$ cat src/shared/svrw_pkg.sv
package svrw_pkg;
  // Clock and derived timing
  localparam int CLK_HZ           = 40_000_000;
  localparam int STRETCH_UNIT_MS  = 16;
  localparam int STRETCH_UNIT_CYC = STRETCH_UNIT_MS * (CLK_HZ / 1000);
  localparam int WD_TICK_US       = 1000;
  localparam int WD_TICK_CYC      = WD_TICK_US * (CLK_HZ / 1_000_000);
  localparam int TEMP_FILT_NS     = 1000;
  localparam int TEMP_FILT_CYC    = (TEMP_FILT_NS * (CLK_HZ / 1_000_000) + 999) / 1000;
  localparam int SYS_N            = 3;
  localparam int AW               = 8;
  // Register offsets
  localparam logic [AW-1:0] OFF_CTRL   = 8'h00;
  localparam logic [AW-1:0] OFF_WDCFG  = 8'h04;
  localparam logic [AW-1:0] OFF_WDSTAT = 8'h08;
  localparam logic [AW-1:0] OFF_TEMP   = 8'h0C;
  localparam logic [AW-1:0] OFF_STAT   = 8'h10;
  // Field positions
  localparam int CTRL_SOFT_CMD  = 0;
  localparam int CTRL_SOFT_EN   = 1;
  localparam int CTRL_SEL_LSB   = 2;
  localparam int WDCFG_ON       = 0;
  localparam int WDCFG_RST_EN   = 1;
  localparam int WDCFG_CODE_LSB = 4;
  localparam int WDST_KICK      = 0;
  localparam int WDST_CLR       = 1;
  localparam int WDST_SOFT      = 2;
  localparam int WDST_EXP       = 3;
  localparam int WDST_NEAR      = 4;
  localparam int TEMP_CLR_TSD   = 0;
  localparam int TEMP_CLR_WARN  = 1;
  localparam int TEMP_TSD       = 2;
  localparam int TEMP_WARN      = 3;
  localparam int STAT_IRN       = 0;
  localparam int STAT_PIN       = 1;
  localparam int STAT_TSD_ACT   = 2;
  localparam int STAT_REG_LSB   = 4;
  // Reset values and codes
  localparam logic [1:0] SEL_RST     = 2'h0;
  localparam logic [3:0] WD_CODE_RST = 4'h0;
  localparam logic [4:0] WD_BASE     = 5'h08;
  localparam logic [1:0] RESP_OKAY   = 2'h0;
  localparam logic [1:0] RESP_SLVERR = 2'h2;

  typedef enum logic [1:0] {
    AX_IDLE = 2'h0,
    AX_TAKE = 2'h1,
    AX_RESP = 2'h3
  } svrw_ax_t;

  typedef struct packed {
    logic             main;
    logic             intl;
    logic             pump;
    logic             spi;
    logic [SYS_N-1:0] sys;
  } svrw_uv_t;

  typedef struct packed {
    logic     por;
    logic     low_power;
    logic     tsd_hot;
    logic     warn_hot;
    svrw_uv_t uv;
  } svrw_pins_t;

  typedef struct packed {
    logic bridge_hiz;
    logic bridge_ctl_clr;
    logic adc_off;
    logic gpio_off;
    logic dac_off;
    logic opamp_off;
    logic intc_off;
    logic cmp_off;
  } svrw_blk_t;

  localparam svrw_pins_t PINS_RST = '{por: 1'b1, low_power: 1'b0, tsd_hot: 1'b0,
                                      warn_hot: 1'b0, uv: '0};
endpackage

$ cat src/hdl/svrw_top.sv
// Added by the designer: the AXI4-Lite slave port and the placing of the registers.
`timescale 1ns/1ps
// Contract
// RULE1: While supply POR is active, every function and flag stays in reset.
// RULE2: Release of POR restarts the power-up sequence from the start.
// RULE3: Any monitored undervoltage asserts the internal active-low reset.
// RULE4: Watchdog timeout resets only if watchdog enabled and reset enable set.
// RULE5: Internal reset held for the whole of low power mode.
// RULE6: Software reset command with pin enable set asserts internal reset.
// RULE7: Reset pin low during internal reset, then for a stretch after release.
// RULE8: Two-bit stretch select: 16, 32, 48 or 64 ms, default 16 ms.
// RULE9: During internal reset the serial interface ignores all commands; here only writes are refused, reads are still answered.
// RULE10: During internal reset bridges 1 and 2 float, PWM and direction cleared.
// RULE11: During internal reset ADC, GPIO, DAC, opamps, intc, comparator off.
// RULE12: Internal reset clears watchdog count but keeps watchdog flags; here the near-expiry flag is cleared too.
// RULE13: Regulator cut by cause: supply all, interface none, failing one later.
// RULE14: Overtemperature resets and cuts all; below warning restarts, flag set.
// RULE15: Shutdown flag cleared by write one, POR, or low power entry.
// RULE16: Warning flag latched when hot; cleared by write one, POR, low power.
// RULE17: Both temperature indications are filtered before use.
// RULE18: Watchdog disabled after reset; runs after firmware enables it.
// RULE19: Kick clears watchdog count, then loads the new delay code.
// RULE20: Timeout flag latched; cleared by clear bit, soft clear, or POR.
// RULE21: Near-expiry flag rises one watchdog tick before timeout.
// RULE22: Timeout equals eight plus delay code watchdog ticks.
// RULE23: Supervisor and watchdog timing run from the free-running core clock.
// RULE24: Watchdog tick made by a fixed divider of the core clock.
module svrw_top #(
  parameter int STRETCH_CYC = svrw_pkg::STRETCH_UNIT_CYC,
  parameter int WD_DIV_CYC  = svrw_pkg::WD_TICK_CYC
) (
  // Clock, reset, enable
  input  wire logic                      aclk,
  input  wire logic                      aresetn,
  input  wire logic                      ce,
  // Analog supervisor indications
  input  wire svrw_pkg::svrw_pins_t      pins,
  // AXI4-Lite slave
  input  wire logic [svrw_pkg::AW-1:0]   awaddr,
  input  wire logic                      awvalid,
  output logic                           awready,
  input  wire logic [31:0]               wdata,
  input  wire logic [3:0]                wstrb,
  input  wire logic                      wvalid,
  output logic                           wready,
  output logic [1:0]                     bresp,
  output logic                           bvalid,
  input  wire logic                      bready,
  input  wire logic [svrw_pkg::AW-1:0]   araddr,
  input  wire logic                      arvalid,
  output logic                           arready,
  output logic [31:0]                    rdata,
  output logic [1:0]                     rresp,
  output logic                           rvalid,
  input  wire logic                      rready,
  // Reset outputs and block controls
  output logic                           internal_reset_n,
  output logic                           reset_out_n,
  output svrw_pkg::svrw_blk_t            blk_ctl,
  output logic [svrw_pkg::SYS_N-1:0]     regulator_en,
  output logic                           powerup_restart,
  output logic                           watchdog_near_expiry
);
  import svrw_pkg::*;

  function automatic logic hit(input logic [AW-1:0] a, input logic [AW-1:0] off);
    return a[AW-1:2] == off[AW-1:2];
  endfunction

  // Regulators after the first failing one in power-up order
  function automatic logic [SYS_N-1:0] following(input logic [SYS_N-1:0] f);
    logic [SYS_N-1:0] m;
    logic             acc;
    m   = '0;
    acc = 1'b0;
    for (int i = 0; i < SYS_N; i++) begin
      m[i] = acc;
      acc  = acc | f[i];
    end
    return m;
  endfunction

  // Two-stage synchroniser for all analog indications
  svrw_pins_t pin1_q;
  svrw_pins_t pin2_q;
  always_ff @(posedge aclk) begin
    if (!aresetn) begin
      pin1_q <= PINS_RST;
      pin2_q <= PINS_RST;
    end else if (ce) begin
      pin1_q <= pins;
      pin2_q <= pin1_q;
    end
  end

  wire por_s   = pin2_q.por;
  wire rst_all = !aresetn || por_s; // RULE1
  wire lp_s    = pin2_q.low_power;

  // Temperature glitch filters
  logic [1:0] filt_q;
  logic [7:0] fcnt_q [2];
  wire  [1:0] traw = {pin2_q.warn_hot, pin2_q.tsd_hot};
  always_ff @(posedge aclk) begin
    if (rst_all) begin
      filt_q <= 2'h0;
      fcnt_q <= '{8'h00, 8'h00};
    end else if (ce) begin
      for (int i = 0; i < 2; i++) begin
        if (traw[i] == filt_q[i]) begin
          fcnt_q[i] <= 8'h00;
        end else if (fcnt_q[i] == 8'(TEMP_FILT_CYC - 1)) begin
          fcnt_q[i] <= 8'h00;
          filt_q[i] <= traw[i]; // RULE17
        end else begin
          fcnt_q[i] <= fcnt_q[i] + 8'h01;
        end
      end
    end
  end
  wire tsd_f  = filt_q[0];
  wire warn_f = filt_q[1];

  // Register state
  logic       soft_en_q;
  logic [1:0] sel_q;
  logic       wd_on_q;
  logic       wd_rst_en_q;
  logic [3:0] wd_code_cfg_q;
  logic [3:0] wd_code_q;
  logic [4:0] wd_cnt_q;
  logic       exp_q;
  logic       near_q;
  logic       tsd_act_q;
  logic       tsd_flag_q;
  logic       warn_flag_q;
  logic       irn_q;
  logic       pin_q;
  logic [31:0] st_cnt_q;
  logic [SYS_N-1:0] reg_on_q;
  logic       restart_q;
  logic       por_pend_q;
  logic       lp_d_q;
  svrw_blk_t  blk_q;

  // AXI channel state
  svrw_ax_t   wst_q;
  svrw_ax_t   rst_q;
  logic       awready_q;
  logic       wready_q;
  logic       bvalid_q;
  logic [1:0] bresp_q;
  logic       arready_q;
  logic       rvalid_q;
  logic [1:0] rresp_q;
  logic [31:0] rdata_q;

  // Write decode
  wire wr_fire  = (wst_q == AX_TAKE);
  wire s_ctrl   = hit(awaddr, OFF_CTRL);
  wire s_wdcfg  = hit(awaddr, OFF_WDCFG);
  wire s_wdstat = hit(awaddr, OFF_WDSTAT);
  wire s_temp   = hit(awaddr, OFF_TEMP);
  wire s_stat   = hit(awaddr, OFF_STAT);
  wire w_map    = s_ctrl || s_wdcfg || s_wdstat || s_temp || s_stat;
  // Interface held in reset: writes dropped while internal reset is low
  wire wr_ok    = wr_fire && w_map && irn_q && wstrb[0]; // RULE9
  wire wr_ctrl  = wr_ok && s_ctrl;
  wire wr_wdcfg = wr_ok && s_wdcfg;
  wire wr_wdst  = wr_ok && s_wdstat;
  wire wr_temp  = wr_ok && s_temp;
  wire kick     = wr_wdst && wdata[WDST_KICK];
  wire exp_clr  = wr_wdst && (wdata[WDST_CLR] || wdata[WDST_SOFT]); // RULE20
  wire tsd_clr  = wr_temp && wdata[TEMP_CLR_TSD];
  wire warn_clr = wr_temp && wdata[TEMP_CLR_WARN];
  wire soft_evt = wr_ctrl && wdata[CTRL_SOFT_CMD] && soft_en_q; // RULE6
  wire lp_entry = lp_s && !lp_d_q;

  // Watchdog tick divider
  logic [31:0] div_q;
  wire tick = (div_q == 32'(WD_DIV_CYC - 1)); // RULE24
  always_ff @(posedge aclk) begin
    if (rst_all) begin
      div_q <= 32'h0;
    end else if (ce) begin
      div_q <= tick ? 32'h0 : div_q + 32'h1; // RULE23
    end
  end

  wire [4:0] wd_limit = WD_BASE + {1'b0, wd_code_q}; // RULE22
  wire       wd_run   = wd_on_q && irn_q;
  wire       wd_to    = wd_run && tick && !kick && (wd_cnt_q == wd_limit - 5'h01);
  wire       wd_rst   = wd_to && wd_rst_en_q; // RULE4

  // Reset causes
  wire uv_any = |pin2_q.uv; // RULE3
  wire cause  = uv_any || lp_s || tsd_act_q || wd_rst || soft_evt; // RULE5
  wire [SYS_N-1:0] cut =
    (pin2_q.uv.main || pin2_q.uv.intl || pin2_q.uv.pump || tsd_act_q) ? '1 :
    following(pin2_q.uv.sys); // RULE13
  wire tsd_rel = tsd_act_q && !tsd_f && !warn_f;

  // Supervisor core
  always_ff @(posedge aclk) begin
    if (rst_all) begin
      irn_q      <= 1'b0;
      blk_q      <= '1;
      tsd_act_q  <= 1'b0;
      tsd_flag_q <= 1'b0;
      warn_flag_q <= 1'b0;
      reg_on_q   <= '0;
      restart_q  <= 1'b0;
      por_pend_q <= 1'b1;
      lp_d_q     <= 1'b0;
    end else if (ce) begin
      irn_q     <= !cause;
      blk_q     <= cause ? '1 : '0; // RULE10 RULE11
      lp_d_q    <= lp_s;
      por_pend_q <= 1'b0;
      if (tsd_f) begin
        tsd_act_q <= 1'b1; // RULE14
      end else if (tsd_rel) begin
        tsd_act_q <= 1'b0;
      end
      // Set wins over a clear in the same cycle
      tsd_flag_q  <= tsd_rel || (tsd_flag_q && !tsd_clr && !lp_entry); // RULE15
      warn_flag_q <= warn_f || (warn_flag_q && !warn_clr && !lp_entry); // RULE16
      // Restart after POR, overtemperature or a regulator cut
      restart_q <= por_pend_q || tsd_rel ||
                   (!irn_q && !cause && (reg_on_q != '1)); // RULE2
      if (restart_q) begin
        reg_on_q <= '1;
      end else if (cause) begin
        reg_on_q <= reg_on_q & ~cut; // RULE13
      end
    end
  end

  // Reset pin stretch
  wire [31:0] st_len = 32'((32'(sel_q) + 32'h1) * 32'(STRETCH_CYC)); // RULE8
  always_ff @(posedge aclk) begin
    if (rst_all) begin
      pin_q    <= 1'b0;
      st_cnt_q <= 32'(STRETCH_CYC);
    end else if (ce) begin
      if (!irn_q) begin
        pin_q    <= 1'b0; // RULE7
        st_cnt_q <= st_len;
      end else begin
        if (st_cnt_q != 32'h0) begin
          st_cnt_q <= st_cnt_q - 32'h1;
        end
        pin_q <= (st_cnt_q <= 32'h1); // RULE7
      end
    end
  end

  // Configuration and watchdog
  always_ff @(posedge aclk) begin
    if (rst_all) begin
      soft_en_q     <= 1'b0;
      sel_q         <= SEL_RST;
      wd_on_q       <= 1'b0; // RULE18
      wd_rst_en_q   <= 1'b0;
      wd_code_cfg_q <= WD_CODE_RST;
      wd_code_q     <= WD_CODE_RST;
      wd_cnt_q      <= 5'h00;
      exp_q         <= 1'b0;
      near_q        <= 1'b0;
    end else if (ce) begin
      if (wr_ctrl) begin
        soft_en_q <= wdata[CTRL_SOFT_EN];
        sel_q     <= wdata[CTRL_SEL_LSB +: 2];
      end
      if (wr_wdcfg) begin
        wd_on_q       <= wdata[WDCFG_ON]; // RULE18
        wd_rst_en_q   <= wdata[WDCFG_RST_EN];
        wd_code_cfg_q <= wdata[WDCFG_CODE_LSB +: 4];
      end
      if (kick) begin
        wd_cnt_q  <= 5'h00; // RULE19
        wd_code_q <= wd_code_cfg_q;
      end else if (!wd_run) begin
        wd_cnt_q <= 5'h00; // RULE12
      end else if (tick) begin
        wd_cnt_q <= wd_to ? 5'h00 : wd_cnt_q + 5'h01;
      end
      // Near expiry holds for the last tick period before timeout
      if (kick || !wd_run || wd_to) begin
        near_q <= 1'b0;
      end else if (tick && (wd_cnt_q == wd_limit - 5'h02)) begin
        near_q <= 1'b1; // RULE21
      end
      exp_q <= wd_to || (exp_q && !exp_clr); // RULE20
    end
  end

  // Read mux
  logic [31:0] rd_val;
  wire r_ctrl   = hit(araddr, OFF_CTRL);
  wire r_wdcfg  = hit(araddr, OFF_WDCFG);
  wire r_wdstat = hit(araddr, OFF_WDSTAT);
  wire r_temp   = hit(araddr, OFF_TEMP);
  wire r_stat   = hit(araddr, OFF_STAT);
  wire r_map    = r_ctrl || r_wdcfg || r_wdstat || r_temp || r_stat;
  always_comb begin
    rd_val = 32'h0;
    if (r_ctrl) begin
      rd_val[CTRL_SOFT_EN]        = soft_en_q;
      rd_val[CTRL_SEL_LSB +: 2]   = sel_q;
    end else if (r_wdcfg) begin
      rd_val[WDCFG_ON]            = wd_on_q;
      rd_val[WDCFG_RST_EN]        = wd_rst_en_q;
      rd_val[WDCFG_CODE_LSB +: 4] = wd_code_cfg_q;
    end else if (r_wdstat) begin
      rd_val[WDST_EXP]            = exp_q;
      rd_val[WDST_NEAR]           = near_q;
    end else if (r_temp) begin
      rd_val[TEMP_TSD]            = tsd_flag_q;
      rd_val[TEMP_WARN]           = warn_flag_q;
    end else if (r_stat) begin
      rd_val[STAT_IRN]            = irn_q;
      rd_val[STAT_PIN]            = pin_q;
      rd_val[STAT_TSD_ACT]        = tsd_act_q;
      rd_val[STAT_REG_LSB +: SYS_N] = reg_on_q;
    end
  end

  // AXI write channel: both address and data taken together
  always_ff @(posedge aclk) begin
    if (rst_all) begin
      wst_q     <= AX_IDLE;
      awready_q <= 1'b0;
      wready_q  <= 1'b0;
      bvalid_q  <= 1'b0;
      bresp_q   <= RESP_OKAY;
    end else if (ce) begin
      case (wst_q)
        AX_IDLE: begin
          if (awvalid && wvalid) begin
            wst_q     <= AX_TAKE;
            awready_q <= 1'b1;
            wready_q  <= 1'b1;
          end
        end
        AX_TAKE: begin
          wst_q     <= AX_RESP;
          awready_q <= 1'b0;
          wready_q  <= 1'b0;
          bvalid_q  <= 1'b1;
          bresp_q   <= (w_map && irn_q) ? RESP_OKAY : RESP_SLVERR; // RULE9
        end
        default: begin
          if (bready) begin
            wst_q    <= AX_IDLE;
            bvalid_q <= 1'b0;
          end
        end
      endcase
    end
  end

  // AXI read channel
  always_ff @(posedge aclk) begin
    if (rst_all) begin
      rst_q     <= AX_IDLE;
      arready_q <= 1'b0;
      rvalid_q  <= 1'b0;
      rresp_q   <= RESP_OKAY;
      rdata_q   <= 32'h0;
    end else if (ce) begin
      case (rst_q)
        AX_IDLE: begin
          if (arvalid) begin
            rst_q     <= AX_TAKE;
            arready_q <= 1'b1;
          end
        end
        AX_TAKE: begin
          rst_q     <= AX_RESP;
          arready_q <= 1'b0;
          rvalid_q  <= 1'b1;
          rdata_q   <= rd_val;
          rresp_q   <= r_map ? RESP_OKAY : RESP_SLVERR;
        end
        default: begin
          if (rready) begin
            rst_q    <= AX_IDLE;
            rvalid_q <= 1'b0;
          end
        end
      endcase
    end
  end

  assign awready              = awready_q;
  assign wready               = wready_q;
  assign bvalid               = bvalid_q;
  assign bresp                = bresp_q;
  assign arready              = arready_q;
  assign rvalid               = rvalid_q;
  assign rresp                = rresp_q;
  assign rdata                = rdata_q;
  assign internal_reset_n     = irn_q;
  assign reset_out_n          = pin_q;
  assign blk_ctl              = blk_q;
  assign regulator_en         = reg_on_q;
  assign powerup_restart      = restart_q;
  assign watchdog_near_expiry = near_q;
endmodule // svrw_top

$ cat config.mk
export PLATFORM = sky130hd
export DESIGN_NAME = svrw_top
export DESIGN_NICKNAME = d
export VERILOG_FILES = /design/src/shared/svrw_pkg.sv /design/src/hdl/svrw_top.sv
export SDC_FILE = /design/constraint.sdc
export NUM_CORES = 1
export LEC_CHECK = 0
export BUFFER_PORTS_ARGS = -buffer_cell sky130_fd_sc_hd__buf_2
export CORE_MARGIN = 2
export CORE_UTILIZATION = 35
export DETAILED_ROUTE_END_ITERATION = 16
export GPL_ROUTABILITY_DRIVEN = 0
export SLEW_MARGIN = 20
export SYNTH_ARGS = -nofsm -noshare
export SYNTH_HDL_FRONTEND = slang
export SYNTH_SLANG_ARGS = --single-unit
export TNS_END_PERCENT = 50
$ cat constraint.sdc
create_clock -name aclk -period 2.7 [get_ports aclk]
set_input_delay 0.405 -clock aclk [delete_from_list [all_inputs] [get_ports aclk]]
set_output_delay 0.405 -clock aclk [all_outputs]
set_load 0.02 [all_outputs]
==> qor.csv, run 1 <==
stage;metric;value;unit
power_and_ir_drop;Peak supply drop;0.429;mV
global_routing;initial antenna violation count;1;
sta;Max Slew Vio Count;0;
sta;worst slew pin tran;0.871;ns
floorplanning;initial core utilization;35.9;%
sta;Worst Skew;0.0111;ns
worst_setup_path;critical path fanouts, max;6;
synth;ys async rst share;0;%
sta;period utilisation layout;89.7;%
global_routing;GRT Total Usage;16.1;%
synth;Post-synth EDFFs;0;
worst_setup_path;Req. time, crit path;3.00;ns
run_status;status;finished, final reports clean;
finish;Non-Filler Instances;1250;
worst_setup_path;Worst R2R End;regulator_en[1];
power_and_ir_drop;Leak;3.24;nW
global_routing;vias in the first global route;5795;
cts;CTS tree;yes;
synth;most frequent cell after synthesis;dfxtp_1;
finish;share of cells above drive strength 1;15.1;%
placed_design;Buffers on Ports;69;
finish;final instance area;8810;µm²
routing;Routed WL per cell;14.2;µm
flow_run;max_cap viols;0;
placed_design;post-DP HPWL;12600;µm
routing;drt total wl;17800;µm
routing;total number of vias;6333;
sta;Slew HR;41.4;%
cts;TritonCTS buffer count;17;
sta;Finish-stage setup viols;0;
worst_setup_path;Setup CP Type;reg -> reg;
synth;Cells after Synth;894;
global_routing;Congestion Overflow GR;0;
cts;Root Driver;clkbuf_16;
cts;Clock Tree Buf Depth;2;
cts;Sink Count;154;
global_routing;largest net degree at the start of global routing;72;
synth;top cells by area, synth;dfxtp_1 (41%), nor2_1 (6.9%), mux2i_1 (5.1%);
synth;commonest cells in the synthesized netlist;dfxtp_1 (154), nor2_1 (140), nand2_1 (58), a21oi_1 (47), xor2_1 (42);
floorplanning;num rows;53;
synth;Post-Syn Area;7600;µm²
cts;Worst-Skew Late Latency;0.43;ns
synth;Synth Warn #;0;
global_routing;first-pass GRT wire length;29400;µm
routing;vias per cell;5.07;
placed_design;Setup WS pre-CTS;0.287;ns
finish;Layout Nets;1045;
placed_design;Placed Cells incl. Taps;1216;
finish;Area Overhead vs Synth;15.8;%
routing;DR DRC count;0;
synth;Syn Area/Cell;8.51;µm²
sta;Tmin final;2.42;ns
sta;PnR worst setup slack;0.279;ns
floorplanning;Die Height;151;µm
worst_setup_path;Setup crit end;regulator_en[1];
worst_setup_path;Reg-to-Reg Start;div_q[16];
hold_path;type of the most critical hold path;in -> reg;
worst_setup_path;CP endpoint kind;flop;
floorplanning;die width;151;µm
synth;top cell type's share of synthesized area;40.5;%
synth;synth unique cells;68;
worst_setup_path;CP Launch Type;flop;
worst_setup_path;Critical Path Start;div_q[16];
routing;Initial DRC Count;422;
synth;Synth area leader;dfxtp_1;
floorplanning;die area;22900;µm²
floorplanning;core box area;21200;µm²
sta;f_max;0.413;GHz
synth;register area share after synthesis;40.5;%
worst_setup_path;r2r setup slk;0.28;ns
sta;Fin. Hold Viols;0;
routing;DR pass1 iterations;5;
worst_setup_path;Reg2Reg Depth;6;
power_and_ir_drop;Pwr Density;558;nW/µm²
placed_design;Area after DPL;8210;µm²
hold_path;hold depth;3;
finish;fin util;41.6;%
sta;Fin Setup TNS;0;ns
cts;clock slew at reported path FFs;0.07;ns
worst_setup_path;WP data arrival;2.72;ns
cts;H-tree depth;4;
synth;prevailing post-synth register cell;dfxtp_1;
synth;flops & latches, synth;154;
floorplanning;Ports;127;
routing;Post-DRT Antenna Nets;0;
sta;RSZ-0062 raised after global routing;no;
power by group:
group          switching, mW  internal (mW)
logic                  0.153         0.0875
clock network           1.01           1.36
registers             0.0114           2.29
layout by cell type (no fill, tap or decap), types with 9 or more instances in the layout:
cell type and count:
or3_1 9, dfxtp_1 154, nor2b_1 27, o21ai_0 26, nand3_1 22, or4_1 10, a21oi_1 47, conb_1 26
ha_1 13, nor2_1 140, clkbuf_16 17, nand2_1 58, nand4_1 26, a31oi_1 9, mux2i_1 39, nor4_1 10
buf_4 28, inv_1 13, xor2_1 42, nor3_1 29, buf_2 68, and3_1 11, xnor2_1 27
timing repair:
| item | in CTS | in global routing |
|---|---|---|
| hold buffers | 0 | 0 |
| setup buffers | 0 | 1 |
| setup endpoints to repair | 0 | 3 |
| gates resized for setup | 0 | 1 |
| endpoints found under the hold margin | 0 | 0 |
through the flow:
step | power, mW | hold slack (ns)
after global placement | 2.59 | 0.448
after global routing | 5.08 | 0.203
after floorplan | 2.54 | 0.431
final | 4.92 | 0.184
after detailed placement | 2.59 | 0.446
after CTS | 4.96 | 0.175
final cells by class:
class / count / area, µm²
antenna: 1 / 2.50
clock buffer: 22 / 474
clock inverter: 10 / 106
fill: 2143 / 12300
inverter: 14 / 52.6
multi-input combinational: 675 / 4130
sequential: 154 / 3080
tap: 275 / 344
timing repair buffer: 99 / 611
state kept, by name, indices dropped and copies added, names as in the netlist, 2 cells and up:
name,count
filt_q,2
pin2_q,9
wd_cnt_q,5
sel_q,2
rdata,8
wst_q,2
st_cnt_q,32
pin1_q,11
div_q,32
regulator_en,3
wd_code_q,4
wd_code_cfg_q,4
rst_q,2
fcnt_q,16
logic make-up (layout without fill, tap and decap cells):
family	count (synthesis)	after routing	synth area share (%)
simple gates	375	375	24.4
other cells	1	27	0.0493
flops	154	154	40.5
fa+ha+maj	13	13	2.14
buf+inv	90	145	6.42
compound gates	150	150	12.9
mux	42	42	5.58
xor+xnor	69	69	7.95
worst min path at each step:
stage / start / endpoint
floorplan: por_pend_q / por_pend_q
global placement: por_pend_q / por_pend_q
detailed placement: rdata[7] / rdata[7]
CTS: pins[10] / pin1_q[10]
global route: pins[10] / pin1_q[10]
finish: pins[10] / pin1_q[10]
worst max-delay path: stages, from the launching register on:
cell and delay, ns:
dfxtp_1 0.35, or4_1 0.53, or4_4 0.57, nor2_1 0.13, o211ai_1 0.23, o22ai_1 0.35
a311oi_1 0.14
routing by layer:
layer	up-vias	wire length [µm]	global-route usage (%)
met1	2904	9090	22.5
met4	0	318	5.79
met2	147	7660	24.5
met5	-	0	0
met3	21	732	3.07
li1	3261	-	-
No activity file was read; power rests on OpenSTA's default activity.
==> run 2: changes to the inputs <==
Settings changed: CORE_MARGIN 2 to not set, HOLD_SLACK_MARGIN set to 0.12, PLACE_DENSITY set to 0.64.
==> run 2 against run 1 <==
Via count down 0.35%; routed wire length shrank 3.1%; critical path depth did not move; critical path type unchanged; sequential power barely moved; cell count shrank 0.32%; largest power group unchanged; sequential share of layout area up 0.25 points; clock skew hardly changed.
==> qor.csv, run 2 (synthesis results as in run 1) <==
stage;metric;value;unit;change
worst_setup_path;CP max stage cell;or4_1;;
routing;Initial DRC Count;351;;-17%
placed_design;post-DP HPWL;12300;µm;-2.6%
cts;hold buffers post-CTS;0;;unchanged
hold_path;Hold Path End;pin1_q[10];;
sta;Finish-stage setup viols;0;;unchanged
cts;CTS tree;yes;;
cts;Root Driver;clkbuf_16;;
sta;hold slack;0.193;ns;+0.00881 ns
flow_run;max_cap viols;0;;unchanged
worst_setup_path;Reg-to-Reg Start;div_q[7];;
global_routing;initial antenna violation count;0;;-1
sta;Slew HR;55.1;%;+14 points
finish;Non-Filler Instances;1246;;-0.32%
sta;Tmin final;2.43;ns;+0.00558 ns
hold_path;Hold Startpoint;pins[10];;
floorplanning;initial core utilization;35.9;%;unchanged
sta;PnR worst setup slack;0.273;ns;-0.00558 ns
worst_setup_path;CP Cell Sequence;or4_1 -> or4_4 -> nor2_1 -> o211ai_1 -> o22ai_1 -> a311oi_1;;
finish;commonest non-fill, non-tap cells in the layout;dfxtp_1 (154), nor2_1 (140), buf_2 (68);;
finish;share of cells above drive strength 1;14.6;%;-0.45 points
finish;Layout Nets;1041;;-0.38%
cts;TritonCTS buffer count;17;;unchanged
routing;Routed WL per cell;13.8;µm;-2.8%
worst_setup_path;WP data arrival;2.72;ns;about the same
worst_setup_path;Reg2Reg Depth;6;;unchanged
worst_setup_path;CP Launch Type;flop;;
cts;Post-CTS Setup Bufs;0;;unchanged
sta;f_max;0.412;GHz;-0.23%
finish;final instance area;8750;µm²;-0.70%
floorplanning;Die Height;149;µm;-1.3%
cts;Clock Tree Buf Depth;2;;unchanged
cts;Worst-Skew Late Latency;0.43;ns;about the same
placed_design;Area after DPL;8180;µm²;-0.43%
worst_setup_path;Crit path depth;6;;unchanged
routing;DR pass1 iterations;5;;unchanged
finish;Fill cells;2094;;-2.3%
finish;Area Overhead vs Synth;15.0;%;
finish;Storage cell area;3080;µm²;unchanged
worst_setup_path;critical path fanouts, max;6;;unchanged
power_and_ir_drop;post-route total power;4.84;mW;-1.5%
sta;Worst Skew;0.0116;ns;+0.000474 ns
floorplanning;core box area;21200;µm²;unchanged
floorplanning;die width;149;µm;-1.3%
worst_setup_path;Largest stage delay, worst path;0.55;ns;-0.02 ns
routing;total number of vias;6311;;-0.35%
placed_design;Placed Cells incl. Taps;1213;;-0.25%
routing;drt total wl;17300;µm;-3.1%
power_and_ir_drop;Leak;3.22;nW;-0.73%
sta;RSZ-0062 raised after global routing;no;;
placed_design;Setup WS pre-CTS;0.279;ns;-0.00866 ns
power_and_ir_drop;Pwr Density;554;nW/µm²;-0.82%
sta;worst slew pin tran;0.667;ns;-0.204 ns
finish;biggest regs;div_q x32, st_cnt_q x32, fcnt_q x16;;
finish;fin util;41.3;%;-0.29 points
worst_setup_path;buffers and inverters on the worst path;0;;unchanged
cts;# resized after CTS;0;;unchanged
worst_setup_path;Setup CP Type;reg -> reg;;
global_routing;vias in the first global route;5674;;-2.1%
finish;most common cell after layout, fill and taps aside;dfxtp_1;;
routing;vias per cell;5.07;;about the same
global_routing;Congestion Overflow GR;0;;unchanged
worst_setup_path;Worst R2R End;regulator_en[0];;
sta;period utilisation layout;89.9;%;+0.21 points
sta;Max Slew Vio Count;0;;unchanged
sta;Fin Setup TNS;0;ns;unchanged
floorplanning;die area;22300;µm²;-2.6%
worst_setup_path;r2r setup slk;0.27;ns;about the same
cts;clock slew at reported path FFs;0.07;ns;about the same
run_status;status;finished, final reports clean;;
worst_setup_path;CP endpoint kind;flop;;
global_routing;GRT Total Usage;16.0;%;-0.027 points
worst_setup_path;Req. time, crit path;3.00;ns;about the same
routing;Post-DRT Antenna Nets;0;;unchanged
cts;Sink Count;154;;unchanged
routing;DR DRC count;0;;unchanged
finish;Multi-input gate area;4130;µm²;-0.12%
hold_path;type of the most critical hold path;in -> reg;;
cts;H-tree depth;4;;unchanged
floorplanning;num rows;53;;unchanged
floorplanning;Ports;127;;unchanged
worst_setup_path;CP delay by family, top;simple AND/OR/NAND/NOR gates;;
hold_path;hold depth;3;;unchanged
global_routing;first-pass GRT wire length;28500;µm;-3.2%
placed_design;Buffers on Ports;69;;unchanged
power_and_ir_drop;Peak supply drop;0.487;mV;+14%
sta;Fin. Hold Viols;0;;unchanged
global_routing;largest net degree at the start of global routing;73;;+1.4%
run 2: worst max path at each step:
stage                 startpoint              end  slack (ns)
floorplan            st_cnt_q[0]     st_cnt_q[19]        0.43
global placement        div_q[7]  regulator_en[0]        0.32
detailed placement      div_q[7]      wd_cnt_q[4]        0.28
CTS                     div_q[7]      wd_cnt_q[4]        0.29
global route        st_cnt_q[10]     st_cnt_q[27]        0.05
finish                  div_q[7]  regulator_en[0]        0.27
run 2: per-layer routing:
| metal | GRT usage [%] | wire, µm | vias up | part of all wire (%) |
|---|---|---|---|---|
| li1 | - | - | 3239 | - |
| met1 | 21.9 | 8610 | 2926 | 50 |
| met2 | 24.9 | 7730 | 131 | 45 |
| met3 | 3.85 | 735 | 15 | 4.3 |
| met4 | 4.80 | 172 | 0 | 1.0 |
| met5 | 0 | 0 | - | 0 |
run 2: final cells by class:
cell class	count	share of cell area, %
sequential	154	35.3
tap	275	3.93
timing repair buffer	95	6.49
antenna	1	0.0286
clock buffer	19	4.95
multi-input combinational	675	47.2
clock inverter	13	1.53
inverter	14	0.601
run 2: report_power, final:
part | switching [mW] | internal (mW) | total (mW)
Combinational | 0.151 | 0.0854 | 0.236
Sequential | 0.0117 | 2.29 | 2.30
Clock | 1.01 | 1.29 | 2.31
Total | 1.17 | 3.67 | 4.84
run 2: worst register-to-register path, stage by stage (launching register included):
cell      delay (ns)
dfxtp_1         0.34
or4_1           0.55
or4_4           0.55
nor2_1          0.12
o211ai_1        0.23
o22ai_1         0.37
a311oi_1        0.15
